`src/cmpc_pkg.sv`:
```
// shared constants of the comparator output control block
package cmpc_pkg;

    // ==================================================
    // register offsets (byte addresses, one word each)
    localparam logic [7:0] OFS_CTRL0 = 8'h00;
    localparam logic [7:0] OFS_CTRL1 = 8'h04;
    localparam logic [7:0] OFS_STAT = 8'h08;
    localparam logic [7:0] OFS_MASK = 8'h0c;

    // ==================================================
    // widths
    localparam int unsigned REG_W = 8;
    localparam int unsigned EVT_W = 2;
    localparam int unsigned POS_SEL_W = 2;
    localparam int unsigned NEG_SEL_W = 3;

    // ==================================================
    // compare_control_zero fields
    localparam int unsigned C0_RESYNC = 0;
    localparam int unsigned C0_HYST = 1;
    localparam int unsigned C0_SPEED = 2;
    localparam int unsigned C0_INVERT = 4;
    localparam int unsigned C0_RESULT = 6;
    localparam logic [7:0] C0_WR_MASK = 8'h17;

    // ==================================================
    // compare_control_one fields
    localparam int unsigned C1_NEG_LSB = 0;
    localparam int unsigned C1_POS_LSB = 4;
    localparam int unsigned C1_FALL = 6;
    localparam int unsigned C1_RISE = 7;
    localparam logic [7:0] C1_WR_MASK = 8'hf7;

    // ==================================================
    // event status / mask fields
    localparam int unsigned EV_CMP = 0;
    localparam int unsigned EV_OUT = 1;

    // ==================================================
    // values after reset
    localparam logic [7:0] RST_CTRL0 = 8'h04;
    localparam logic [7:0] RST_CTRL1 = 8'h00;
    localparam logic [1:0] RST_EVT = 2'h0;
    localparam logic RST_LEVEL = 1'b0;

    // ==================================================
    // bus slave states
    typedef enum logic [0:0] {
        BUS_IDLE = 1'b0,
        BUS_ACK = 1'b1
    } cmpc_bus_t;

endpackage

```
`src/cmpc_edge.sv`:
```
// edge detector: compares a level with its value one cycle earlier
`timescale 1ns/1ps

module cmpc_edge #(
    parameter logic RST_VAL = 1'b0
) (
    // clock and reset
    input wire logic clk_i,
    input wire logic rst_i,
    // sampled level
    input wire logic d_i,
    // edge pulses, one cycle each
    output logic rise_o,
    output logic fall_o
);

    typedef struct packed {
        logic prev;
    } cmpc_edge_st_t;

    cmpc_edge_st_t st_ff;
    cmpc_edge_st_t nxt_st;

    always_comb begin
        nxt_st = st_ff;
        nxt_st.prev = d_i;
    end

    always_ff @(posedge clk_i) begin
        if (rst_i) begin
            st_ff <= '{prev: RST_VAL};
        end else begin
            st_ff <= nxt_st;
        end
    end

    assign rise_o = d_i & ~st_ff.prev;
    assign fall_o = ~d_i & st_ff.prev;

endmodule

```
`src/cmpc_resync.sv`:
```
// output stage: follows its input freely or only on a timer tick
`timescale 1ns/1ps

module cmpc_resync (
    // clock and reset
    input wire logic clk_i,
    input wire logic rst_i,
    // data and control
    input wire logic d_i,
    input wire logic sync_en_i,
    input wire logic tick_i,
    // registered output
    output logic q_o
);

    typedef struct packed {
        logic q;
    } cmpc_resync_st_t;

    cmpc_resync_st_t st_ff;
    cmpc_resync_st_t nxt_st;

    always_comb begin
        nxt_st = st_ff;
        if (!sync_en_i) begin
            nxt_st.q = d_i;
        end else if (tick_i) begin
            nxt_st.q = d_i;
        end
    end

    always_ff @(posedge clk_i) begin
        if (rst_i) begin
            st_ff <= '{q: cmpc_pkg::RST_LEVEL};
        end else begin
            st_ff <= nxt_st;
        end
    end

    assign q_o = st_ff.q;

endmodule

```
`src/cmpc_top.sv`:
```
// comparator output control: polarity, resync, edge interrupt, wishbone registers
//
// The register offsets and register access over Wishbone are this design's own decisions.
`timescale 1ns/1ps

module cmpc_top #(
    parameter int unsigned DATA_W = 32,
    parameter int unsigned ADDR_W = 8
) (
    // clock and reset
    input wire logic clk_i,
    input wire logic rst_i,
    // wishbone classic slave
    input wire logic wb_cyc_i,
    input wire logic wb_stb_i,
    input wire logic wb_we_i,
    input wire logic [ADDR_W-1:0] wb_adr_i,
    input wire logic [DATA_W/8-1:0] wb_sel_i,
    input wire logic [DATA_W-1:0] wb_dat_i,
    output logic [DATA_W-1:0] wb_dat_o,
    output logic wb_ack_o,
    // analog front end
    input wire logic cmp_raw_i,
    output logic speed_power_select_o,
    output logic hysteresis_enable_o,
    output logic [cmpc_pkg::POS_SEL_W-1:0] positive_input_select_o,
    output logic [cmpc_pkg::NEG_SEL_W-1:0] negative_input_select_o,
    // timer clock source and output path
    input wire logic resync_timer_clk_i,
    output logic cmp_out_o,
    // interrupt
    output logic irq_o
);

    // ==================================================
    // elaboration checks
    generate
        if (DATA_W != 32) begin : g_bad_data
            $error("cmpc_top: DATA_W must be 32");
        end
        if (ADDR_W < 8) begin : g_bad_addr
            $error("cmpc_top: ADDR_W must be at least 8");
        end
    endgenerate

    // ==================================================
    // state
    typedef struct packed {
        logic ack;
        cmpc_pkg::cmpc_bus_t bus;
        logic [DATA_W-1:0] rdata;
        logic [7:0] ctrl0;
        logic [7:0] ctrl1;
        logic [1:0] stat;
        logic [1:0] mask;
        logic result;
        logic out_prev;
        logic irq;
        logic speed;
        logic hyst;
        logic [cmpc_pkg::POS_SEL_W-1:0] pos_sel;
        logic [cmpc_pkg::NEG_SEL_W-1:0] neg_sel;
    } cmpc_top_st_t;

    cmpc_top_st_t st_ff;
    cmpc_top_st_t nxt_st;

    // ==================================================
    // helpers
    function automatic logic reg_hit(input logic [ADDR_W-1:0] adr, input logic [7:0] ofs);
        reg_hit = (adr[7:0] == ofs) && ((ADDR_W == 8) || (adr >> 8) == '0);
    endfunction

    // only writable bits change; the rest keep their stored value
    function automatic logic [7:0] merge(input logic [7:0] old, input logic [7:0] wr, input logic [7:0] msk);
        merge = (old & ~msk) | (wr & msk);
    endfunction

    function automatic logic [DATA_W-1:0] widen(input logic [7:0] b);
        widen = {{(DATA_W-8){1'b0}}, b};
    endfunction

    // ==================================================
    // edge detection of the result bit and the timer clock
    logic res_rise;
    logic res_fall;
    logic tmr_rise_unused;
    logic tmr_fall;
    logic out_q;

    cmpc_edge #(
        .RST_VAL(cmpc_pkg::RST_LEVEL)
    ) u_res_edge (
        .clk_i(clk_i),
        .rst_i(rst_i),
        .d_i(st_ff.result),
        .rise_o(res_rise),
        .fall_o(res_fall)
    );

    // timer clock is treated as a synchronous level; its fall is the update tick
    cmpc_edge #(
        .RST_VAL(cmpc_pkg::RST_LEVEL)
    ) u_tmr_edge (
        .clk_i(clk_i),
        .rst_i(rst_i),
        .d_i(resync_timer_clk_i),
        .rise_o(tmr_rise_unused),
        .fall_o(tmr_fall)
    );

    // ==================================================
    // output path to timer and pin
    cmpc_resync u_resync (
        .clk_i(clk_i),
        .rst_i(rst_i),
        .d_i(st_ff.result),
        .sync_en_i(st_ff.ctrl0[cmpc_pkg::C0_RESYNC]),
        .tick_i(tmr_fall),
        .q_o(out_q)
    );

    // ==================================================
    // next state
    logic req;
    logic wr_en;
    logic rd_en;
    logic [1:0] ev_set;
    logic [7:0] rbyte;

    always_comb begin
        nxt_st = st_ff;
        req = 1'b0;
        wr_en = 1'b0;
        rd_en = 1'b0;
        ev_set = 2'b00;
        rbyte = 8'h00;

        // raw input is high when the positive input exceeds the negative one
        nxt_st.result = cmp_raw_i ^ st_ff.ctrl0[cmpc_pkg::C0_INVERT];

        // result edges, each gated by its own direction enable; any output change is flagged
        ev_set[cmpc_pkg::EV_CMP] = (res_rise & st_ff.ctrl1[cmpc_pkg::C1_RISE])
            | (res_fall & st_ff.ctrl1[cmpc_pkg::C1_FALL]);
        nxt_st.out_prev = out_q;
        ev_set[cmpc_pkg::EV_OUT] = out_q ^ st_ff.out_prev;

        // bus handshake: one request taken per idle cycle, ack one cycle later
        case (st_ff.bus)
            cmpc_pkg::BUS_IDLE: begin
                req = wb_cyc_i & wb_stb_i;
                nxt_st.ack = req;
                if (req) begin
                    nxt_st.bus = cmpc_pkg::BUS_ACK;
                end
            end
            cmpc_pkg::BUS_ACK: begin
                nxt_st.ack = 1'b0;
                nxt_st.bus = cmpc_pkg::BUS_IDLE;
            end
            default: begin
                nxt_st.ack = 1'b0;
                nxt_st.bus = cmpc_pkg::BUS_IDLE;
            end
        endcase
        wr_en = req & wb_we_i & wb_sel_i[0];
        rd_en = req & ~wb_we_i;

        // register writes
        if (wr_en && reg_hit(wb_adr_i, cmpc_pkg::OFS_CTRL0)) begin
            nxt_st.ctrl0 = merge(st_ff.ctrl0, wb_dat_i[7:0], cmpc_pkg::C0_WR_MASK);
        end
        if (wr_en && reg_hit(wb_adr_i, cmpc_pkg::OFS_CTRL1)) begin
            nxt_st.ctrl1 = merge(st_ff.ctrl1, wb_dat_i[7:0], cmpc_pkg::C1_WR_MASK);
        end
        if (wr_en && reg_hit(wb_adr_i, cmpc_pkg::OFS_MASK)) begin
            nxt_st.mask = wb_dat_i[cmpc_pkg::EVT_W-1:0];
        end

        // read data; the result bit is live, not stored by software
        if (reg_hit(wb_adr_i, cmpc_pkg::OFS_CTRL0)) begin
            rbyte = st_ff.ctrl0 & cmpc_pkg::C0_WR_MASK;
            rbyte[cmpc_pkg::C0_RESULT] = st_ff.result;
        end else if (reg_hit(wb_adr_i, cmpc_pkg::OFS_CTRL1)) begin
            rbyte = st_ff.ctrl1 & cmpc_pkg::C1_WR_MASK;
        end else if (reg_hit(wb_adr_i, cmpc_pkg::OFS_STAT)) begin
            rbyte = {6'h00, st_ff.stat};
        end else if (reg_hit(wb_adr_i, cmpc_pkg::OFS_MASK)) begin
            rbyte = {6'h00, st_ff.mask};
        end
        if (rd_en) begin
            nxt_st.rdata = widen(rbyte);
        end else if (st_ff.bus == cmpc_pkg::BUS_ACK) begin
            nxt_st.rdata = '0;
        end

        // sticky status: read clears, a same-cycle event still wins
        if (rd_en && reg_hit(wb_adr_i, cmpc_pkg::OFS_STAT)) begin
            nxt_st.stat = ev_set;
        end else begin
            nxt_st.stat = st_ff.stat | ev_set;
        end
        nxt_st.irq = |(nxt_st.stat & nxt_st.mask);

        // analog configuration, registered so the pins come from flops
        nxt_st.speed = nxt_st.ctrl0[cmpc_pkg::C0_SPEED];
        nxt_st.hyst = nxt_st.ctrl0[cmpc_pkg::C0_HYST];
        nxt_st.pos_sel = nxt_st.ctrl1[cmpc_pkg::C1_POS_LSB +: cmpc_pkg::POS_SEL_W];
        nxt_st.neg_sel = nxt_st.ctrl1[cmpc_pkg::C1_NEG_LSB +: cmpc_pkg::NEG_SEL_W];
    end

    // ==================================================
    // registers
    always_ff @(posedge clk_i) begin
        if (rst_i) begin
            st_ff.ack <= 1'b0;
            st_ff.bus <= cmpc_pkg::BUS_IDLE;
            st_ff.rdata <= '0;
            st_ff.ctrl0 <= cmpc_pkg::RST_CTRL0;
            st_ff.ctrl1 <= cmpc_pkg::RST_CTRL1;
            st_ff.stat <= cmpc_pkg::RST_EVT;
            st_ff.mask <= cmpc_pkg::RST_EVT;
            st_ff.result <= cmpc_pkg::RST_LEVEL;
            st_ff.out_prev <= cmpc_pkg::RST_LEVEL;
            st_ff.irq <= 1'b0;
            st_ff.speed <= cmpc_pkg::RST_CTRL0[cmpc_pkg::C0_SPEED];
            st_ff.hyst <= cmpc_pkg::RST_CTRL0[cmpc_pkg::C0_HYST];
            st_ff.pos_sel <= cmpc_pkg::RST_CTRL1[cmpc_pkg::C1_POS_LSB +: cmpc_pkg::POS_SEL_W];
            st_ff.neg_sel <= cmpc_pkg::RST_CTRL1[cmpc_pkg::C1_NEG_LSB +: cmpc_pkg::NEG_SEL_W];
        end else begin
            st_ff <= nxt_st;
        end
    end

    // ==================================================
    // outputs
    assign wb_dat_o = st_ff.rdata;
    assign wb_ack_o = st_ff.ack;
    assign speed_power_select_o = st_ff.speed;
    assign hysteresis_enable_o = st_ff.hyst;
    assign positive_input_select_o = st_ff.pos_sel;
    assign negative_input_select_o = st_ff.neg_sel;
    assign cmp_out_o = out_q;
    assign irq_o = st_ff.irq;

endmodule

```
`config.mk`:
```
export PLATFORM = sky130hd
export DESIGN_NAME = cmpc_top
export DESIGN_NICKNAME = d
export VERILOG_FILES = /design/src/cmpc_pkg.sv /design/src/cmpc_edge.sv /design/src/cmpc_resync.sv /design/src/cmpc_top.sv
export SDC_FILE = /design/constraint.sdc
export NUM_CORES = 1
export LEC_CHECK = 0
export ABC_AREA = 1
export ABC_CLOCK_PERIOD_IN_PS = 1200
export BUFFER_PORTS_ARGS = -buffer_cell sky130_fd_sc_hd__clkbuf_2
export CAP_MARGIN = 20
export CORE_ASPECT_RATIO = 2
export CORE_MARGIN = 5
export CORE_UTILIZATION = 41
export CTS_BUF_LIST = sky130_fd_sc_hd__clkbuf_8
export CTS_CLUSTER_SIZE = 25
export DETAILED_ROUTE_END_ITERATION = 6
export GPL_TIMING_DRIVEN = 0
export PLACE_DENSITY = 0.75
export SYNTH_ARGS = -nofsm -noshare
export SYNTH_HDL_FRONTEND = slang
export SYNTH_HIERARCHICAL = 1
export SYNTH_SLANG_ARGS = --single-unit
```
`constraint.sdc`:
```
create_clock -name clk_i -period 1.2 [get_ports clk_i]
set_input_delay 0.36 -clock clk_i [delete_from_list [all_inputs] [get_ports clk_i]]
set_output_delay 0.36 -clock clk_i [all_outputs]
set_load 0.03 [all_outputs]
```
* Word-level counts from Yosys, hierarchy flattened *
Index checks and enable logic that the tools add are counted.

cells by class
  eq/ne operators = 4
  multiplexer cells = 15
  bitwise logic cells = 21
  reductions and logical operators = 7

operators by type and width
  operator                                                count
  2-to-1 mux 8 bit                                        4
  equality test 8 x 4 -> 1 bit (second input constant)    2
  bitwise AND 1 bit                                       9
  equality test 8 x 3 -> 1 bit (second input constant)    1
  logical NOT 8 bit                                       1
  2-to-1 mux 2 bit                                        4
  OR 4 x 8 -> 8 bit                                       1
  OR 8 x 5 -> 8 bit                                       1
  2-to-1 mux 6 bit                                        1
  NOT 1 bit                                               5
  logical AND 1 bit                                       4
  2-to-1 mux 1 bit                                        4
  case mux 2 bit (2 select lines)                         1
  2-to-1 mux 3 bit                                        1
  bitwise AND 2 bit                                       1
  inequality test 2 x 1 -> 1 bit (second input constant)  1
  OR 2 bit                                                1
  nonzero test 2 bit                                      1
  OR reduction 2 bit                                      1
  XOR 1 bit                                               2
  OR 1 bit                                                1

word-level totals
  flip-flop bits (word level) = 43
  input port bits = 51
  output and inout port bits = 42
  logic and storage cells = 66

* Longest topological paths before layout *
Gate-level depths: netlist (run 1).

  word-level depth = 8
  depth in mapped cells = 10
  mapped depth without buffers = 9

* By module *
The synthesis (run 1) kept the hierarchy.

modules (own cells, without submodules)
  module       times used  cells each  area an instance (µm²)  sequential area each (µm²)
  cmpc_top     1           207         1497.7                  520.5
  cmpc_edge    2           6           38.8                    20.0
  cmpc_resync  1           8           53.8                    20.0

* Worst setup path before layout (run 1) *
Ideal clock, no wire load.

  kind = register to register
  start point = register wb_ack_o (netlist name)
  end point = register st_ff, in the netlist wb_dat_o[0]
  library setup time = 0.070 ns
  arrival = 1.221 ns
  data required time = 1.130 ns
  slack = -0.091 ns
  stages on the path, launching flop included = 7
  period minus slack after synthesis = 1.291 ns
  cells stage by stage = dfxtp_1 > nor2_2 > nand2_1 > inv_2 > nor2_1 > nand2_1 > a21oi_1

RTL lines
  item                    line             RTL
  end signal: assignment  cmpc_top.sv:231  st_ff <= nxt_st;
  end: declaration        cmpc_top.sv:65   cmpc_top_st_t st_ff;

* Worst setup path in the final report (run 1) *
  start point = register st_ff, in the netlist wb_ack_o
  end point = output wb_ack_o

RTL lines
  item              line            RTL
  end: declaration  cmpc_top.sv:21  output logic wb_ack_o,

No word-level cell between the ends.

==> impl_metrics.yaml, run 1 <==
sta:
  holdWs_ns: 0.288
  max_freq_mhz: 833
  max_slew_margin_pct: 64.1
  setup_slack_ns: -0.000596
  slew_violations: 0
  rsz0062_at_grt: "yes"
  setup_viol: 1
  worstMarginPinSlew_ns: 0.539
  setup_tns_ns: -0.000596
  hold_viol: 0
  min_period_over_period_pct: 100
  period_minus_slack_ns: 1.20
  fin_skew_ns: 0.00514
floorplan:
  fp.coreArea_mm2: 0.00384
  pin_count: 93
  die_x_um: 54.5
  die-area_mm2: 0.00540
  rows: 32
  dieHeight_um: 99.0
  start_util_pct: 42.3
layout:
  drive_above_1_share_pct: 44.1
  area_delta_synth_final_pct: 45.4
  design_area_mm2: 0.00236
  utilization_pct: 61.5
  diodes: 0
  nNetsFinal: 354
critical_path:
  crit_chain: "clkbuf_4"
  crit_fanout: 3
  crit_path_max_incr_delay_ns: 0.36
  end_kind: "output port"
  crit_type: "reg -> out"
  critical_path_arrival_ns: 0.84
  critPathTopFamily: "flip-flops"
  required_ns: 0.84
  regToRegSetupSlack_ns: 0.03
  startpoint_type: "flip-flop"
  r2r-start: "wb_ack_o"
  timing.reg2reg.worst_path_depth: 7
  cp.buffers_inverters: 1
  cp_slowest_cell: "dfxtp_2"
  reg2reg_to: "negative_input_select_o[0]"
placed_design:
  gp_congestion: 0.808
  portBuffers: 39
  place_area_mm2: 0.00198
  detailed_place_hpwl_mm: 2.96
drt:
  vias_per_cell: 4.31
  dr.pass1.iters: 5
  drtIter0Drc: 15
  drc_errors: 0
  routed_wl_mm: 3.73
  final_antenna_net_count: 0
  wl_per_cell_um: 10.5
  via_count: 1530
status:
  outcome: "complete, but fails checks"
  violations: "negative setup slack"
hold_path:
  holdPathStages: 3
  hold-path-endpoint: "u_tmr_edge/st_ff"
  hp-class: "in -> reg"
  worstHoldStart: "resync_timer_clk_i"
synthesis:
  avgSynthCellArea_um2: 7.19
  synth_cells: 226
  synth.cell_area_mm2: 0.00163
  yosysWarnings: 6
pwr:
  vdd_drop_max_mv: 0.853
  p_leak_nw: 1.17
  design_power_total_mw: 2.20
  p_per_area_mw_per_mm2: 931
grt:
  grt_antenna_before_repair: 0
  grt_pass1_wl_mm: 6.23
  grt_max_degree: 11
  grt_overflow: 0
  grt_pass1_vias: 1554
  grtUsageTotal_pct: 15.2
clock_tree:
  htreeDepth: 2
  cts_buffers: 5
  cts_hold_buf: 0
  clockRootBuffer: "clkbuf_8"
  clk_pin_slew_ns: 0.06
  clk_latency_ns: 0.28
  clk_path_buf_depth: 2
  cts_tree: "built"
  clkSinkCount: 29
run:
  cap_violations: 0
==> flip-flops by register name (all words and copies together), names as in the netlist <==
register and flops:
u_resync/q_o 1, irq_o 1, wb_ack_o 1, st_ff 12, negative_input_select_o 2, speed_power_select_o 1, u_tmr_edge/st_ff 1, wb_dat_o 7
u_res_edge/st_ff 1, positive_input_select_o 2
==> metal layers <==
layer / wire length (µm) / vias up / global-route usage (%)
met1: 1310 / 671 / 15.2
met3: 257 / 8 / 2.72
met2: 2080 / 48 / 28.1
li1: - / 803 / -
met5: 0 / - / 0
met4: 82 / 0 / 6.91
==> metrics by stage <==
stage                     setup slack [ns]  cells
after floorplan                    0.00411    250
after global placement              -0.246    340
after detailed placement            -0.269    340
after CTS                          -0.0293    354
after global routing               -0.0626    355
final                            -0.000596    355
==> cells in the final DEF (no fill, tap or decap), types with 2 or more instances in the layout <==
cell / n
inv_2: 3
buf_4: 38
o211ai_1: 2
nor2_4: 6
nand2_2: 5
dfxtp_1: 14
clkbuf_8: 12
a21oi_1: 21
nand2_1: 43
inv_1: 22
nor2_1: 14
nand3_1: 22
nand3_2: 2
o21ai_2: 2
dfxtp_2: 14
nor2_2: 3
a21oi_2: 2
buf_8: 8
xnor2_1: 2
buf_6: 9
nand2_4: 2
clkbuf_2: 23
conb_1: 25
==> repair_timing <==
item	4_1_cts	5_1_grt
setup buffers	10	2
endpoints found under the setup margin	25	32
pin swaps	5	2
resized for setup	49	33
==> final cells by class <==
cell class | instances | area (µm²)
Sequential cell | 29 | 602
Tap cell | 51 | 63.8
Clock buffer | 7 | 96.3
Clock inverter | 1 | 5.00
Inverter | 25 | 93.8
Buffer | 36 | 302
Multi-Input combinational cell | 155 | 787
Timing Repair Buffer | 51 | 414
Fill cell | 347 | 1480
==> power breakdown <==
group          switching (mW)  leakage, nW  internal, mW
sequential            0.00949        0.242         0.973
combinational           0.221        0.878         0.130
clock                   0.349       0.0542         0.517
total                   0.579         1.17          1.62
==> worst max path at each step <==
stage                                     startpoint                         end  slack [ns]  depth (start not counted)
after floorplan                             wb_cyc_i                       irq_o       0.004                         10
after global placement                   wb_adr_i[5]                   st_ff[21]       -0.25                          7
after detailed placement                 wb_adr_i[5]                   st_ff[21]       -0.27                          7
after CTS                 positive_input_select_o[0]  positive_input_select_o[0]       -0.03                          2
after global routing                        wb_ack_o                       irq_o       -0.06                          9
final                                       wb_ack_o                    wb_ack_o     -0.0006                          1
No activity file was read; power rests on OpenSTA's default activity.
==> run 2: changes to the inputs <==
--- a/config.mk
+++ b/config.mk
@@ -17,6 +17,7 @@
 export DETAILED_ROUTE_END_ITERATION = 6
 export GPL_TIMING_DRIVEN = 0
 export PLACE_DENSITY = 0.75
+export SKIP_CTS_REPAIR_TIMING = 1
 export SYNTH_ARGS = -nofsm -noshare
 export SYNTH_HDL_FRONTEND = slang
 export SYNTH_HIERARCHICAL = 1
==> impl_metrics.yaml, run 2 (same netlist as run 1, synthesis figures left out) <==
grt:
  grt_overflow: 0
  grt_max_degree: 11
  grt_pass1_vias: 1472
  grt_pass1_wl_mm: 5.93
  grt_antenna_before_repair: 0
  grtUsageTotal_pct: 14.5
clock_tree:
  clk_latency_ns: 0.28
  clk_path_buf_depth: 2
  htreeDepth: 2
  cts_tree: "built"
  cts_buffers: 5
  clockRootBuffer: "clkbuf_8"
  clk_pin_slew_ns: 0.06
  clkSinkCount: 29
pwr:
  vdd_drop_max_mv: 0.855
  p_leak_nw: 1.13
  design_power_total_mw: 2.20
  p_per_area_mw_per_mm2: 950
sta:
  worstMarginPinSlew_ns: 0.610
  setup_slack_ns: -0.00701
  max_slew_margin_pct: 59.3
  rsz0062_at_grt: "yes"
  period_minus_slack_ns: 1.21
  holdWs_ns: 0.285
  slew_violations: 0
  fin_skew_ns: 0.00600
  min_period_over_period_pct: 101
  setup_viol: 1
  hold_viol: 0
  max_freq_mhz: 828
floorplan:
  start_util_pct: 42.3
  die_x_um: 54.5
  die-area_mm2: 0.00540
  rows: 32
  fp.coreArea_mm2: 0.00384
  pin_count: 93
  dieHeight_um: 99.0
drt:
  drc_errors: 0
  routed-wl-met3_um: 278
  final_antenna_net_count: 0
  routed_wl_mm: 3.72
  drtIter0Drc: 18
  wl_per_cell_um: 10.7
  vias_per_cell: 4.35
  via_count: 1510
  met1Wirelength_mm: 1.27
  dr.pass1.iters: 4
  top_layer_used: "met4"
  route.met2.wl_mm: 2.09
critical_path:
  critical_path_arrival_ns: 1.38
  startpoint_type: "flip-flop"
  timing.reg2reg.worst_path_depth: 9
  required_ns: 1.37
  crit_fanout: 6
  crit_type: "reg -> reg"
  end_kind: "flip-flop"
layout:
  multi_input_area_um2: 841
  design_area_mm2: 0.00231
  largest_reg_flops: 12
  seqCellArea_um2: 601
  mostFrequentLayoutCell: "nand2_1"
  drive_above_1_share_pct: 46.3
  diodes: 0
  area_delta_synth_final_pct: 42.4
  stdcell_count: 347
  top_register: "st_ff"
  most-common-layout-cells: "nand2_1, buf_4, conb_1, clkbuf_2, inv_1"
  utilization_pct: 60.2
  nFillCells: 359
  nNetsFinal: 346
placed_design:
  portBuffers: 39
  place_area_mm2: 0.00198
  dp.cells: 340
  detailed_place_hpwl_mm: 2.96
  gp_congestion: 0.808
status:
  outcome: "complete, but fails checks"
  violations: "negative setup slack"
hold_path:
  hp-class: "in -> reg"
  holdPathStages: 3
run:
  cap_violations: 0
run 2: layout make-up:
type / instances / area share [%]
repair buffers: 45 / 14.3
clock buffers: 7 / 4.16
inverters: 25 / 4.05
flip-flops and latches: 29 / 25.9
multi-input cells: 155 / 36.3
clock inverters: 1 / 0.216
plain buffers: 34 / 12.2
well taps: 51 / 2.76
run 2: power by group:
group,total (mW),internal (mW),switching [mW]
Clock,0.872,0.517,0.355
Combinational,0.345,0.122,0.224
Sequential,0.982,0.973,0.00928
Total,2.20,1.61,0.588
run 2: final timing paths:
| check | from | end | slack, ns |
|---|---|---|---|
| min | resync_timer_clk_i | u_tmr_edge/st_ff | 0.28 |
| max | wb_ack_o | irq_o | -0.007 |
| max reg2reg | wb_ack_o | irq_o | -0.007 |
| min reg2reg | wb_dat_o[0] | wb_dat_o[0] | 0.47 |
run 2: metrics by stage:
step	setup slack, ns	TNS, ns
floorplan	0.00411	0
global placement	-0.246	-4.10
detailed placement	-0.269	-4.37
CTS	-0.120	-1.61
global route	-0.0998	-0.830
finish	-0.00701	-0.00701
run 2: layer usage:
layer / global-route usage [%] / vias to the layer above
met5: 0 / -
met4: 6.91 / 0
met3: 2.72 / 6
met2: 26.4 / 47
met1: 14.7 / 670
li1: - / 787
run 2: worst max-delay path: stages, from the launching register on:
cell     delay (ns)
dfxtp_4        0.35
nor2_4         0.09
inv_2          0.06
nor2_4         0.12
buf_6          0.15
nand2_4        0.06
nand2_2        0.08
nand2_1        0.06
nand3_1        0.06
nand2_1        0.05
==> run 3: changes to the inputs <==
--- a/config.mk
+++ b/config.mk
@@ -6,17 +6,17 @@
 export NUM_CORES = 1
 export LEC_CHECK = 0
 export ABC_AREA = 1
-export ABC_CLOCK_PERIOD_IN_PS = 1200
+export ABC_CLOCK_PERIOD_IN_PS = 1190
 export BUFFER_PORTS_ARGS = -buffer_cell sky130_fd_sc_hd__clkbuf_2
 export CAP_MARGIN = 20
 export CORE_ASPECT_RATIO = 2
 export CORE_MARGIN = 5
-export CORE_UTILIZATION = 41
+export CORE_UTILIZATION = 45
 export CTS_BUF_LIST = sky130_fd_sc_hd__clkbuf_8
 export CTS_CLUSTER_SIZE = 25
 export DETAILED_ROUTE_END_ITERATION = 6
 export GPL_TIMING_DRIVEN = 0
-export PLACE_DENSITY = 0.75
+export PLACE_DENSITY = 0.79
 export SKIP_CTS_REPAIR_TIMING = 1
 export SYNTH_ARGS = -nofsm -noshare
 export SYNTH_HDL_FRONTEND = slang
==> constraint.sdc (replaced) <==
create_clock -name clk_i -period 1.19 [get_ports clk_i]
set_input_delay 0.357 -clock clk_i [delete_from_list [all_inputs] [get_ports clk_i]]
set_output_delay 0.357 -clock clk_i [all_outputs]
set_load 0.03 [all_outputs]
==> impl_metrics.yaml, run 3 (same netlist as run 1, synthesis figures left out) <==
drt:
  vias_per_cell: 4.51
  dr.pass1.iters: 4
  drtIter0Drc: 21
  drc_errors: 0
  final_antenna_net_count: 0
  via_count: 1578
  wl_per_cell_um: 10.9
  routed_wl_mm: 3.81
floorplan:
  pin_count: 93
  dieHeight_um: 95.0
  fp.coreArea_mm2: 0.00357
  rows: 31
  start_util_pct: 45.5
  die_x_um: 52.5
  die-area_mm2: 0.00499
sta:
  slew_violations: 0
  hold_viol: 0
  max_slew_margin_pct: 65.2
  setup_slack_ns: -0.0256
  period_minus_slack_ns: 1.22
  rsz0062_at_grt: "yes"
  worstMarginPinSlew_ns: 0.522
  max_freq_mhz: 823
  fin_skew_ns: 0.00399
  setup_viol: 10
  setup_tns_ns: -0.0915
  min_period_over_period_pct: 102
  holdWs_ns: 0.277
grt:
  grt_antenna_before_repair: 0
  grt_max_degree: 11
  grt_pass1_vias: 1453
  grtUsageTotal_pct: 15.0
  grt_pass1_wl_mm: 5.67
  grt_overflow: 0
layout:
  area_delta_synth_final_pct: 41.3
  utilization_pct: 64.3
  stdcell_count: 350
  top_register: "st_ff"
  mostFrequentLayoutCell: "nand2_1"
  diodes: 0
  drive_above_1_share_pct: 43.5
  largest_reg_flops: 12
  nNetsFinal: 351
  most-common-layout-cells: "nand2_1, buf_4, buf_6, conb_1, clkbuf_2"
status:
  violations: "negative setup slack"
  outcome: "complete, but fails checks"
pwr:
  seq_power_share_pct: 46.3
  p_leak_nw: 1.14
  vdd_drop_max_mv: 0.772
  design_power_total_mw: 2.13
  combinationalPowerShare_pct: 16.2
  p_per_area_mw_per_mm2: 929
  intPower_mw: 1.51
  p_clk_share_pct: 37.4
  p_sw_uw: 627
  p_sw_share_pct: 29.4
placed_design:
  gp_congestion: 0.795
  portBuffers: 39
  dp.cells: 338
  detailed_place_hpwl_mm: 2.85
clock_tree:
  clk_latency_ns: 0.28
  cts_buffers: 5
  htreeDepth: 2
  clk_pin_slew_ns: 0.07
  cts_tree: "built"
  clk_path_buf_depth: 2
  clockRootBuffer: "clkbuf_8"
  clkSinkCount: 29
critical_path:
  critical_path_arrival_ns: 0.86
  required_ns: 0.83
  crit_fanout: 3
  regToRegSetupSlack_ns: -0.01
  startpoint_type: "flip-flop"
  end_kind: "output port"
  crit_type: "reg -> out"
run:
  cap_violations: 0
hold_path:
  hp-class: "in -> reg"
-- run 3: final timing paths --
kind,depth (start not counted),start,to
worst min register to register,2,u_resync/q_o,st_ff[8]
worst min-delay path,3,resync_timer_clk_i,u_tmr_edge/st_ff
worst max register to register,9,wb_ack_o,irq_o
worst max-delay path,2,negative_input_select_o[0],negative_input_select_o[0]
-- run 3: cell type report --
type,instances,area [µm²]
Tap cell,49,61.3
Buffer,39,335
Clock buffer,5,68.8
Multi-Input combinational cell,155,788
Timing Repair Buffer,45,327
Inverter,25,96.3
Clock inverter,3,17.5
Fill cell,321,1270
Sequential cell,29,602
-- run 3: critical path: stages, from the launching register on --
cell and delay [ns]:
dfxtp_2 0.34, buf_6 0.11, buf_6 0.12
-- run 3: metrics by stage --
| stage | setup WS, ns | instance area (µm²) |
|---|---|---|
| CTS | -0.145 | 2060 |
| detailed placement | -0.263 | 1980 |
| global placement | -0.246 | 1980 |
| floorplan | 0.00185 | 1720 |
| global route | -0.0927 | 2300 |
| finish | -0.0256 | 2300 |
-- run 3: routing by layer --
metal | wire length (µm) | GRT usage, %
met1 | 1330 | 14.2
met2 | 2060 | 27.9
met3 | 266 | 2.69
met4 | 146 | 9.17
met5 | 0 | 0
-- run 3: power by group through the flow --
stage / logic (mW) / registers, mW / clock network, mW
2_1_floorplan: 0.247 / 1.02 / 0
3_3_place_gp: 0.319 / 1.01 / 0
3_5_place_dp: 0.321 / 1.01 / 0
4_1_cts: 0.322 / 0.990 / 0.809
5_1_grt: 0.377 / 0.990 / 0.840
6_report: 0.347 / 0.989 / 0.799
